<file path="src/pcm_pkg.sv">
/*
 * Package for the press contact monitor: register map, field positions,
 * reset values, timing constants and the shared state structs.
 * Assumes a 40 MHz logic clock and an AXI4-Lite register master.
 */
// Contract
// - Restart input enabled: valid pulse clears faults
// - Valid pulse: high min 100/350 ms, max 30 s
// - Restart disabled: faults held until reset
// - Setting enables overrun zone contact evaluation
// - Overrun contact pulses once per cycle
// - Overrun or top contact always high
// - Bottom rise with top high sets upstroke
// - Count 1: bottom rises exactly once per cycle
// - Count 0-2: zero to two bottom rises accepted
// - Second bottom rise does not re-raise upstroke
// - Count 1: bottom low when top rises
// - Error flag setting enables any_fault output
// - any_fault means sequence or overrun fault
// - Fault drops release, raises fault and rearm
// - Release input low suspends monitoring, release low
// - Start must rise in top zone, else overrun; code also accepts start high at overrun fall
// - Upstroke drops at top or bottom fall
package pcm_pkg;
    localparam int unsigned CLK_HZ = 40_000_000;
    localparam int unsigned TICK_MS = 1;
    localparam int unsigned TICK_CYC = CLK_HZ / 1000 * TICK_MS;
    localparam int unsigned MIN_SHORT_MS = 100;
    localparam int unsigned MIN_LONG_MS = 350;
    localparam int unsigned MAX_PULSE_MS = 30_000;
    localparam logic [31:0] ADDR_CTRL = 32'h0000_0000;
    localparam logic [31:0] ADDR_STAT = 32'h0000_0004;
    localparam int CTRL_RESTART_EN = 0;
    localparam int CTRL_OVR_EN = 1;
    localparam int CTRL_COUNT_02 = 2;
    localparam int CTRL_MIN_LONG = 3;
    localparam int CTRL_FLAG_EN = 4;
    localparam logic [4:0] CTRL_RESET = 5'h01;
    localparam logic [1:0] RESP_OKAY = 2'h0;
    localparam logic [1:0] RESP_SLVERR = 2'h2;

    typedef struct packed {
        logic release_out;
        logic top_zone;
        logic upstroke_zone;
        logic rearm_needed;
        logic sequence_fault;
        logic overrun_fault;
        logic any_fault;
    } pcm_out_s;

    typedef struct packed {
        logic [2:0] top_sync;
        logic [2:0] bot_sync;
        logic [2:0] ovr_sync;
        logic [2:0] rst_sync;
        logic top_prev;
        logic bot_prev;
        logic ovr_prev;
        logic rst_prev;
        logic start_prev;
        logic rel_prev;
        logic [1:0] bot_count;
        logic bot_armed;
        logic ovr_seen;
        logic start_ok;
        logic up_used;
        logic [15:0] tick_cnt;
        logic [15:0] ms_cnt;
        logic pulse_live;
        pcm_out_s out;
        logic [4:0] ctrl;
        logic awv;
        logic [31:0] awaddr;
        logic wv;
        logic [31:0] wdata;
        logic bvalid;
        logic [1:0] bresp;
        logic rvalid;
        logic [31:0] rdata;
        logic [1:0] rresp;
    } pcm_state_s;
endpackage : pcm_pkg

</file>
<file path="src/pcm_monitor.sv">
/*
 * Press contact monitor: checks the order of the top, bottom and overrun
 * zone contacts, drives zone and fault outputs, and holds faults until a
 * timed restart pulse. Configuration and status sit behind AXI4-Lite.
 * Assumes contact and restart pins are asynchronous; start and release come
 * from logic on aclk.
 */
`timescale 1ns/1ps
module pcm_monitor (
    input wire logic aclk,
    input wire logic aresetn,
    input wire logic top_position_contact,
    input wire logic bottom_position_contact,
    input wire logic overrun_zone_contact,
    input wire logic restart_in,
    input wire logic start_in,
    input wire logic release_in,
    output logic release_out,
    output logic top_zone,
    output logic upstroke_zone,
    output logic rearm_needed,
    output logic sequence_fault,
    output logic overrun_fault,
    output logic any_fault,
    input wire logic [31:0] s_axi_awaddr,
    input wire logic s_axi_awvalid,
    output logic s_axi_awready,
    input wire logic [31:0] s_axi_wdata,
    input wire logic [3:0] s_axi_wstrb,
    input wire logic s_axi_wvalid,
    output logic s_axi_wready,
    output logic [1:0] s_axi_bresp,
    output logic s_axi_bvalid,
    input wire logic s_axi_bready,
    input wire logic [31:0] s_axi_araddr,
    input wire logic s_axi_arvalid,
    output logic s_axi_arready,
    output logic [31:0] s_axi_rdata,
    output logic [1:0] s_axi_rresp,
    output logic s_axi_rvalid,
    input wire logic s_axi_rready
);
    pcm_pkg::pcm_state_s q, d;
    logic top, bot, ovr, rst;
    logic top_rise, top_fall, bot_rise, bot_fall, ovr_rise, ovr_fall, rst_fall, start_rise;
    logic monitor_on, seq_err, ovr_err, pulse_ok, wr_go;
    logic [15:0] min_ms;

    // Filtered levels: a change counts when stages two and three agree
    assign top = (q.top_sync[1] == q.top_sync[2]) ? q.top_sync[2] : q.top_prev;
    assign bot = (q.bot_sync[1] == q.bot_sync[2]) ? q.bot_sync[2] : q.bot_prev;
    assign ovr = (q.ovr_sync[1] == q.ovr_sync[2]) ? q.ovr_sync[2] : q.ovr_prev;
    assign rst = (q.rst_sync[1] == q.rst_sync[2]) ? q.rst_sync[2] : q.rst_prev;

    assign top_rise = top & ~q.top_prev;
    assign top_fall = ~top & q.top_prev;
    assign bot_rise = bot & ~q.bot_prev;
    assign bot_fall = ~bot & q.bot_prev;
    assign ovr_rise = ovr & ~q.ovr_prev;
    assign ovr_fall = ~ovr & q.ovr_prev;
    assign rst_fall = ~rst & q.rst_prev;
    assign start_rise = start_in & ~q.start_prev;

    assign min_ms = q.ctrl[pcm_pkg::CTRL_MIN_LONG] ? 16'(pcm_pkg::MIN_LONG_MS)
                                                     : 16'(pcm_pkg::MIN_SHORT_MS);
    assign pulse_ok = rst_fall & q.pulse_live & (q.ms_cnt >= min_ms)
                    & (q.ms_cnt <= 16'(pcm_pkg::MAX_PULSE_MS));

    // Monitoring runs only with release input high and no fault
    assign monitor_on = release_in & ~q.out.sequence_fault & ~q.out.overrun_fault;

    always_comb begin
        seq_err = 1'b0;
        ovr_err = 1'b0;
        if (monitor_on && q.rel_prev) begin
            // Overrun and top contact may never both be low
            if (q.ctrl[pcm_pkg::CTRL_OVR_EN] && !ovr && !top) begin
                seq_err = 1'b1;
            end
            // One overrun pulse per cycle: a missing one checked at top fall, a second one at overrun rise
            if (q.ctrl[pcm_pkg::CTRL_OVR_EN] && top_fall && !q.ovr_seen) begin
                seq_err = 1'b1;
            end
            if (q.ctrl[pcm_pkg::CTRL_OVR_EN] && ovr_rise && q.ovr_seen) begin
                seq_err = 1'b1;
            end
            // Count 1: exactly one bottom rise per cycle
            if (!q.ctrl[pcm_pkg::CTRL_COUNT_02]) begin
                if ((top_fall && q.bot_count != 2'd1) || (bot_rise && q.bot_count != 2'd0)) begin
                    seq_err = 1'b1;
                end
                // Bottom must be low at top rise
                if (top_rise && bot) begin
                    seq_err = 1'b1;
                end
            end else if (bot_rise && q.bot_count == 2'd2) begin
                // Up to two bottom rises accepted
                seq_err = 1'b1;
            end
            // Start must rise in top zone or be high at overrun fall
            if (q.ctrl[pcm_pkg::CTRL_OVR_EN] && ovr_fall && !q.start_ok && !start_in) begin
                ovr_err = 1'b1;
            end
        end
    end

    assign wr_go = q.awv & q.wv & ~q.bvalid;

    always_comb begin
        d = q;
        d.top_sync = {q.top_sync[1:0], top_position_contact};
        d.bot_sync = {q.bot_sync[1:0], bottom_position_contact};
        d.ovr_sync = {q.ovr_sync[1:0], overrun_zone_contact};
        d.rst_sync = {q.rst_sync[1:0], restart_in};
        d.top_prev = top;
        d.bot_prev = bot;
        d.ovr_prev = ovr;
        d.rst_prev = rst;
        d.start_prev = start_in;
        d.rel_prev = release_in;

        // Millisecond timebase drives the high-time counter
        if (rst && !q.rst_prev) begin
            d.tick_cnt = 16'h0000;
            d.ms_cnt = 16'h0000;
            d.pulse_live = 1'b1;
        end else if (rst && q.pulse_live) begin
            if (q.tick_cnt == 16'(pcm_pkg::TICK_CYC - 1)) begin
                d.tick_cnt = 16'h0000;
                if (q.ms_cnt > 16'(pcm_pkg::MAX_PULSE_MS)) begin
                    d.pulse_live = 1'b0;
                end else begin
                    d.ms_cnt = q.ms_cnt + 16'h0001;
                end
            end else begin
                d.tick_cnt = q.tick_cnt + 16'h0001;
            end
        end else if (!rst) begin
            d.pulse_live = 1'b0;
        end

        // Per-cycle bookkeeping restarts when the top contact falls
        if (top_fall) begin
            d.bot_count = 2'd0;
            d.ovr_seen = 1'b0;
            d.up_used = 1'b0;
            d.bot_armed = 1'b1;
        end
        if (bot_rise && q.bot_count != 2'd3) begin
            d.bot_count = q.bot_count + 2'd1;
        end
        if (ovr_rise) begin
            d.ovr_seen = 1'b1;
        end
        if (top_rise) begin
            d.start_ok = 1'b0;
        end else if (start_rise && q.out.top_zone) begin
            d.start_ok = 1'b1;
        end

        // Bottom rise while top high opens upstroke zone
        if (bot_rise && top && !q.up_used && q.bot_armed) begin
            d.out.upstroke_zone = 1'b1;
            d.up_used = 1'b1;
        end
        // First top or bottom fall closes it
        if (top_fall || bot_fall) begin
            d.out.upstroke_zone = 1'b0;
        end
        if (top_rise) begin
            d.out.top_zone = 1'b1;
        end
        if (top_fall) begin
            d.out.top_zone = 1'b0;
        end

        // Latch fault, drop release, demand rearm
        if (seq_err) begin
            d.out.sequence_fault = 1'b1;
        end
        if (ovr_err) begin
            d.out.overrun_fault = 1'b1;
        end
        // Clear only by a valid pulse when restart is enabled
        if (q.out.rearm_needed && pulse_ok && q.ctrl[pcm_pkg::CTRL_RESTART_EN]
                && !seq_err && !ovr_err) begin
            d.out.sequence_fault = 1'b0;
            d.out.overrun_fault = 1'b0;
            d.bot_armed = ~bot;
        end
        d.out.rearm_needed = d.out.sequence_fault | d.out.overrun_fault;
        if (d.out.rearm_needed || !release_in) begin
            d.out.top_zone = 1'b0;
            d.out.upstroke_zone = 1'b0;
        end
        if (!release_in && top) begin
            d.out.top_zone = 1'b0;
        end else if (release_in && !q.rel_prev && !d.out.rearm_needed) begin
            d.out.top_zone = top;
        end
        d.out.release_out = release_in & ~d.out.rearm_needed;
        d.out.any_fault = q.ctrl[pcm_pkg::CTRL_FLAG_EN] & d.out.rearm_needed;

        // Register slave: one write and one read at a time
        if (s_axi_awvalid && !q.awv) begin
            d.awv = 1'b1;
            d.awaddr = s_axi_awaddr;
        end
        if (s_axi_wvalid && !q.wv) begin
            d.wv = 1'b1;
            d.wdata = s_axi_wdata;
        end
        if (wr_go) begin
            d.awv = 1'b0;
            d.wv = 1'b0;
            d.bvalid = 1'b1;
            d.bresp = pcm_pkg::RESP_OKAY;
            // Control word holds the overrun enable and other settings
            if (q.awaddr[7:2] == pcm_pkg::ADDR_CTRL[7:2] && q.awaddr[31:8] == 24'h00_0000) begin
                if (s_axi_wstrb[0]) begin
                    d.ctrl = q.wdata[4:0];
                end
            end else if (q.awaddr[7:2] != pcm_pkg::ADDR_STAT[7:2]
                    || q.awaddr[31:8] != 24'h00_0000) begin
                d.bresp = pcm_pkg::RESP_SLVERR;
            end
        end
        if (q.bvalid && s_axi_bready) begin
            d.bvalid = 1'b0;
        end
        if (s_axi_arvalid && !q.rvalid) begin
            d.rvalid = 1'b1;
            d.rresp = pcm_pkg::RESP_OKAY;
            if (s_axi_araddr == pcm_pkg::ADDR_CTRL) begin
                d.rdata = {27'h000_0000, q.ctrl};
            end else if (s_axi_araddr == pcm_pkg::ADDR_STAT) begin
                d.rdata = {25'h000_0000, q.out};
            end else begin
                d.rdata = 32'h0000_0000;
                d.rresp = pcm_pkg::RESP_SLVERR;
            end
        end else if (q.rvalid && s_axi_rready) begin
            d.rvalid = 1'b0;
        end
    end

    always_ff @(posedge aclk) begin
        if (!aresetn) begin
            q <= '0;
            q.ctrl <= pcm_pkg::CTRL_RESET;
            // Overrun contact rests high: start its filter there, so no false rise
            q.ovr_sync <= 3'h7;
            q.ovr_prev <= 1'b1;
            // Bottom rest level is low, so the first cycle may open upstroke
            q.bot_armed <= 1'b1;
        end else begin
            q <= d;
        end
    end

    assign release_out = q.out.release_out;
    assign top_zone = q.out.top_zone;
    assign upstroke_zone = q.out.upstroke_zone;
    assign rearm_needed = q.out.rearm_needed;
    assign sequence_fault = q.out.sequence_fault;
    assign overrun_fault = q.out.overrun_fault;
    assign any_fault = q.out.any_fault;
    assign s_axi_awready = ~q.awv;
    assign s_axi_wready = ~q.wv;
    assign s_axi_bvalid = q.bvalid;
    assign s_axi_bresp = q.bresp;
    assign s_axi_arready = ~q.rvalid;
    assign s_axi_rvalid = q.rvalid;
    assign s_axi_rdata = q.rdata;
    assign s_axi_rresp = q.rresp;

    a_fault_drops_release: assert property (@(posedge aclk) disable iff (!aresetn)
        rearm_needed |-> !release_out) else $error("release high with fault");
    a_seq_fault_sets: assert property (@(posedge aclk) disable iff (!aresetn)
        seq_err |=> sequence_fault && rearm_needed) else $error("sequence fault missed");
    a_ovr_fault_sets: assert property (@(posedge aclk) disable iff (!aresetn)
        ovr_err |=> overrun_fault) else $error("overrun fault missed");
    a_flag_gated: assert property (@(posedge aclk) disable iff (!aresetn)
        any_fault |-> (sequence_fault || overrun_fault)) else $error("bad any_fault");
    a_flag_enabled: assert property (@(posedge aclk) disable iff (!aresetn)
        !q.ctrl[pcm_pkg::CTRL_FLAG_EN] && $stable(q.ctrl) |=> !any_fault)
        else $error("any_fault while disabled");
    a_no_clear_disabled: assert property (@(posedge aclk) disable iff (!aresetn)
        sequence_fault && !q.ctrl[pcm_pkg::CTRL_RESTART_EN] |=> sequence_fault)
        else $error("fault cleared with restart off");
    a_clear_needs_pulse: assert property (@(posedge aclk) disable iff (!aresetn)
        rearm_needed && !pulse_ok |=> rearm_needed) else $error("clear without pulse");
    a_pulse_window: assert property (@(posedge aclk) disable iff (!aresetn)
        pulse_ok |-> q.ms_cnt >= 16'd100 && q.ms_cnt <= 16'd30000)
        else $error("pulse outside window");
    a_release_low: assert property (@(posedge aclk) disable iff (!aresetn)
        !release_in |=> !release_out && !top_zone && !upstroke_zone)
        else $error("outputs high with release low");
    a_upstroke_drop: assert property (@(posedge aclk) disable iff (!aresetn)
        (top_fall || bot_fall) |=> !upstroke_zone) else $error("upstroke stayed high");

    c_upstroke: cover property (@(posedge aclk) disable iff (!aresetn) $rose(upstroke_zone));
    c_seq_fault: cover property (@(posedge aclk) disable iff (!aresetn) $rose(sequence_fault));
    c_ovr_fault: cover property (@(posedge aclk) disable iff (!aresetn) $rose(overrun_fault));
    c_rearm_done: cover property (@(posedge aclk) disable iff (!aresetn) $fell(rearm_needed));
endmodule : pcm_monitor

</file>
<file path="config.mk">
export PLATFORM = sky130hd
export DESIGN_NAME = pcm_monitor
export DESIGN_NICKNAME = d
export VERILOG_FILES = /design/src/pcm_pkg.sv /design/src/pcm_monitor.sv
export SDC_FILE = /design/constraint.sdc
export NUM_CORES = 1
export LEC_CHECK = 0
export ABC_AREA = 1
export BUFFER_PORTS_ARGS = -buffer_cell sky130_fd_sc_hd__buf_2
export CAP_MARGIN = 10
export CORE_AREA = 5 5 158 160
export CTS_BUF_LIST = sky130_fd_sc_hd__clkbuf_4
export CTS_CLUSTER_DIAMETER = 40
export DETAILED_ROUTE_END_ITERATION = 8
export DIE_AREA = 0 0 163 165
export HOLD_SLACK_MARGIN = 0.03
export PLACE_DENSITY = 0.49
export SLEW_MARGIN = 25
export SYNTH_ARGS = -nofsm -noshare
export SYNTH_HDL_FRONTEND = slang
export SYNTH_SLANG_ARGS = --single-unit
</file>
<file path="constraint.sdc">
create_clock -name aclk -period 1.77 [get_ports aclk]
set_clock_uncertainty 0.2 [all_clocks]
set_input_delay 0.2655 -clock aclk [delete_from_list [all_inputs] [get_ports aclk]]
set_output_delay 0.2655 -clock aclk [all_outputs]
set_load 0.01 [all_outputs]
</file>
==> results.md <==
- Status: finished, violations left
- Violated checks: setup timing
- Initial standard-cell utilization of the core: 0.246
- Most frequent cells in the layout: nand2_1 (126), nor2_1 (104), buf_2 (101), dfxtp_1 (97), inv_1 (95)
- Pwr Density: 603 mW/mm2
- Largest net degree at the start of global routing: 49
- Max-cap check violation count: 0
- Category of the worst setup path launch point: flop
- Cell at the root of the clock tree: clkbuf_4
- Class of the tightest hold or removal check: input pin to flop
- Part of the power in the clock network: 0.361
- Prevailing post-synth register cell: dfxtp_1
- Routed vias/inst: approximately 4
- Diodes inserted: 0
- Area of the mapped netlist: roughly 0.0057 mm2
- Leading area contributor after synthesis: dfxtp_1
- Total number of yosys warnings: 0
- Fillers: about 2400
- Global-route wire length before repair: 25.9 mm
- Fraction of synthesized cell area taken by the top area cell type: 0.410
- Buf/Inv on CP: 0
- Post-layout minimum cycle time: between 1500 and 2000 ps
- DRC violation count after routing: 0
- Signal arrival time at the worst endpoint: 2160 ps
- Top delay family on crit path: simple AND/OR/NAND/NOR gates
- Cell with the largest stage delay on the worst path: dfxtp_4
- Number of vias in the routed layout: around 5800
- GRT Total Usage: 0.118
- Total internal power: 3.90 mW
- Clock-pin slew on the worst setup and hold paths: approximately 110 ps
- Proportion of power drawn by flip-flops and latches: 0.520
- Leading cell type in the layout, fill and taps excluded: nand2_1
- Final worst path period share: 1.07
- Sequential fraction of the synthesis area: 0.410
- Number of nets with antenna violations after detailed routing: 0
- Cell area reported after detailed placement: 0.00720 mm2
- Routed length per instance: 11.4 um
- Number of rows in the core area: between 50 and 60
- Critical path, cell by cell: ha_1, nand2_2, nor3_4, nand2_1, nand3_2, nand2_2, nand2_2, nand2_2, a21oi_2, nand3_2, nor2_2
- Post-Route Setup TNS: -549 ps
- Final #Nets: between 1000 and 1500
- Layout cell share with drive strength beyond 1: 0.383
- Largest driver fanout on the critical path: 3
- Count of buffers inserted at the top-level ports: approximately 100
- Final wirelength: between 15 and 20 mm
- Growth of design area from synthesis to finish: 54.7%
- Post-route cell area: approximately 0.0088 mm2
- Largest stage delay on the critical path: ~380 ps
- Setup Crit Path Kind: flop to flop
- Nature of the critical path endpoint: flop
- Die area: 0.0269 mm2
- Area of the core: ~0.023 mm2
- Via count of the first global-routing pass: ~5600
- Switching share of power: 0.270
- Number of enable flip-flop cells after synthesis: 0
- CTS Buffer Depth: 2
- Total Power: 5.34 mW
- Required time at the worst-slack endpoint: roughly 2000 ps
- Net switching power figure: 1.44 mW
- Number of distinct library cell variants in the gate-level netlist after synthesis: 40
- Largest vdd supply drop: approximately 0.44 mV
- Combinational power share: 0.119
- Clk sink count: 117
- Max Transition Viols Final: 0
- I/O Pins: around 160
- Insertion delay of the later-clocked pin in the worst-skew pair: 520 ps
- Asr flop ratio synth: 0
- Number of DRC violations after detailed-routing iteration 0: 217
- Fin worst setup slack: -126 ps
- Avg Cell Area, Syn: 7.05 um2
- Detailed Place HPWL: between 10 and 15 mm
- Floorplan die height: about 170 um
- Number of detailed-routing iterations run before antenna repair: 4
- Syn Inst Count: between 800 and 900
- Unrepaired setup endpoints after global routing: yes
- Static Leak: between 3 and 4 nW
- Sequential cell area: roughly 0.0024 mm2
- CTS tree: yes
- Synth top area cells: dfxtp_1 (41%), nand2_1 (10%), nor2_1 (8.1%)
- Synth Register Bits: 117
- Setup-violating endpoint count in the final report: 11
- Placed Cells incl. Taps: ~1300
- TritonCTS buffer count: 17
- Dominant cell type by count on the critical path: nand2_2
- Total global routing overflow: 0
- Multi-input logic area: approximately 0.0033 mm2
- Cell Count, Final, Fillers Out: ~1400
- Final Hold Viols: 0
- Die Width: ~160 um
- Htree depth: 4
- Weighted congestion reported at the end of routability-driven placement: between 0.8 and 0.9
- Number of antenna violations at the first check in global routing: 0
- Achievable Freq: ~0.53 GHz
- Final Hold Slack: 120 ps
[kinds of logic (layout without fill, tap and decap cells)]
kind of cell	Yosys count	after routing	synth area share
simple gates	383	383	0.294
buf+inv	167	419	0.136
compound gates	121	121	0.117
flops	117	117	0.410
fa+ha+maj	13	13	0.0284
xor+xnor	9	9	0.0138
other cells	1	27	0.000656
[stage by stage]
step,worst slack [ps],utilization
after global routing,-255,0.380
after floorplan,-63.7,-
after detailed placement,-259,0.309
after global placement,-262,0.309
final,-126,0.380
after CTS,-110,0.353
[power groups by stage]
stage / combinational [mW] / clock, mW / sequential, mW
6_report: 0.633 / 1.93 / 2.78
5_1_grt: 0.716 / 2.13 / 2.79
4_1_cts: 0.597 / 2.02 / 2.78
3_5_place_dp: 0.477 / 0 / 2.83
3_3_place_gp: 0.474 / 0 / 2.83
2_1_floorplan: 0.327 / 0 / 2.83
[worst paths after layout]
kind / startpoint / endpoint / slack, ps / cells past startpoint
max: q[107] / top_zone / -130 / 11
min: s_axi_araddr[4] / s_axi_rdata[5] / 120 / 7
max reg2reg: q[107] / top_zone / -130 / 11
min reg2reg: d[165] / d[166] / 220 / 1
[layout make-up]
class	count	share of cell area
timing repair buffer	274	0.233
clock inverter	13	0.0153
multi-input combinational	553	0.371
inverter	113	0.0498
tap	319	0.0451
sequential	117	0.269
clock buffer	19	0.0161
[per-layer routing]
layer	up-vias	routed length, um	global-route usage
li1	3056	-	-
met1	2583	7620	0.152
met2	139	7470	0.195
met3	12	857	0.0314
met4	0	155	0.0320
met5	-	0	0
[flip-flops by register name (all words and copies together), names as in the netlist]
signal / cells
d: 8
rearm_needed: 1
release_out: 1
overrun_fault: 1
upstroke_zone: 1
s_axi_bvalid: 1
s_axi_rdata: 7
s_axi_rvalid: 1
top_zone: 1
s_axi_bresp: 1
sequence_fault: 1
q: 91
any_fault: 1
s_axi_rresp: 1
[timing repair]
item,in CTS,in global routing
hold buffers,61,0
pin swaps,8,49
gates resized for setup,26,166
hold endpoints to repair,71,0
setup endpoints to repair,31,42
setup buffers,2,11
gates cloned,0,1
[tightest hold or removal path, stage by stage]
cell,delay [ps]
buf_2,70
nor2_1,40
nand4_1,100
nor3_2,50
buf_4,160
nand3_1,70
a21oi_1,50
[cells in the mapped netlist (3+ instances only)]
| cell | number |
|---|---|
| o21ai_0 | 46 |
| nand3_1 | 42 |
| nand2_2 | 4 |
| dfxtp_1 | 117 |
| xor2_1 | 8 |
| nor2_2 | 4 |
| nor2_1 | 123 |
| nand3_2 | 3 |
| or2_2 | 4 |
| nor3_1 | 16 |
| a21oi_1 | 56 |
| nor4_1 | 9 |
| inv_2 | 4 |
| buf_4 | 36 |
| nor3_2 | 3 |
| o211ai_1 | 7 |
| nor3b_1 | 3 |
| inv_1 | 108 |
| nor2_4 | 3 |
| nand4_1 | 8 |
| o21ai_2 | 3 |
| ha_1 | 13 |
| clkbuf_1 | 14 |
| nand2_1 | 156 |
Note: power is estimated with default switching activity, not from simulation.
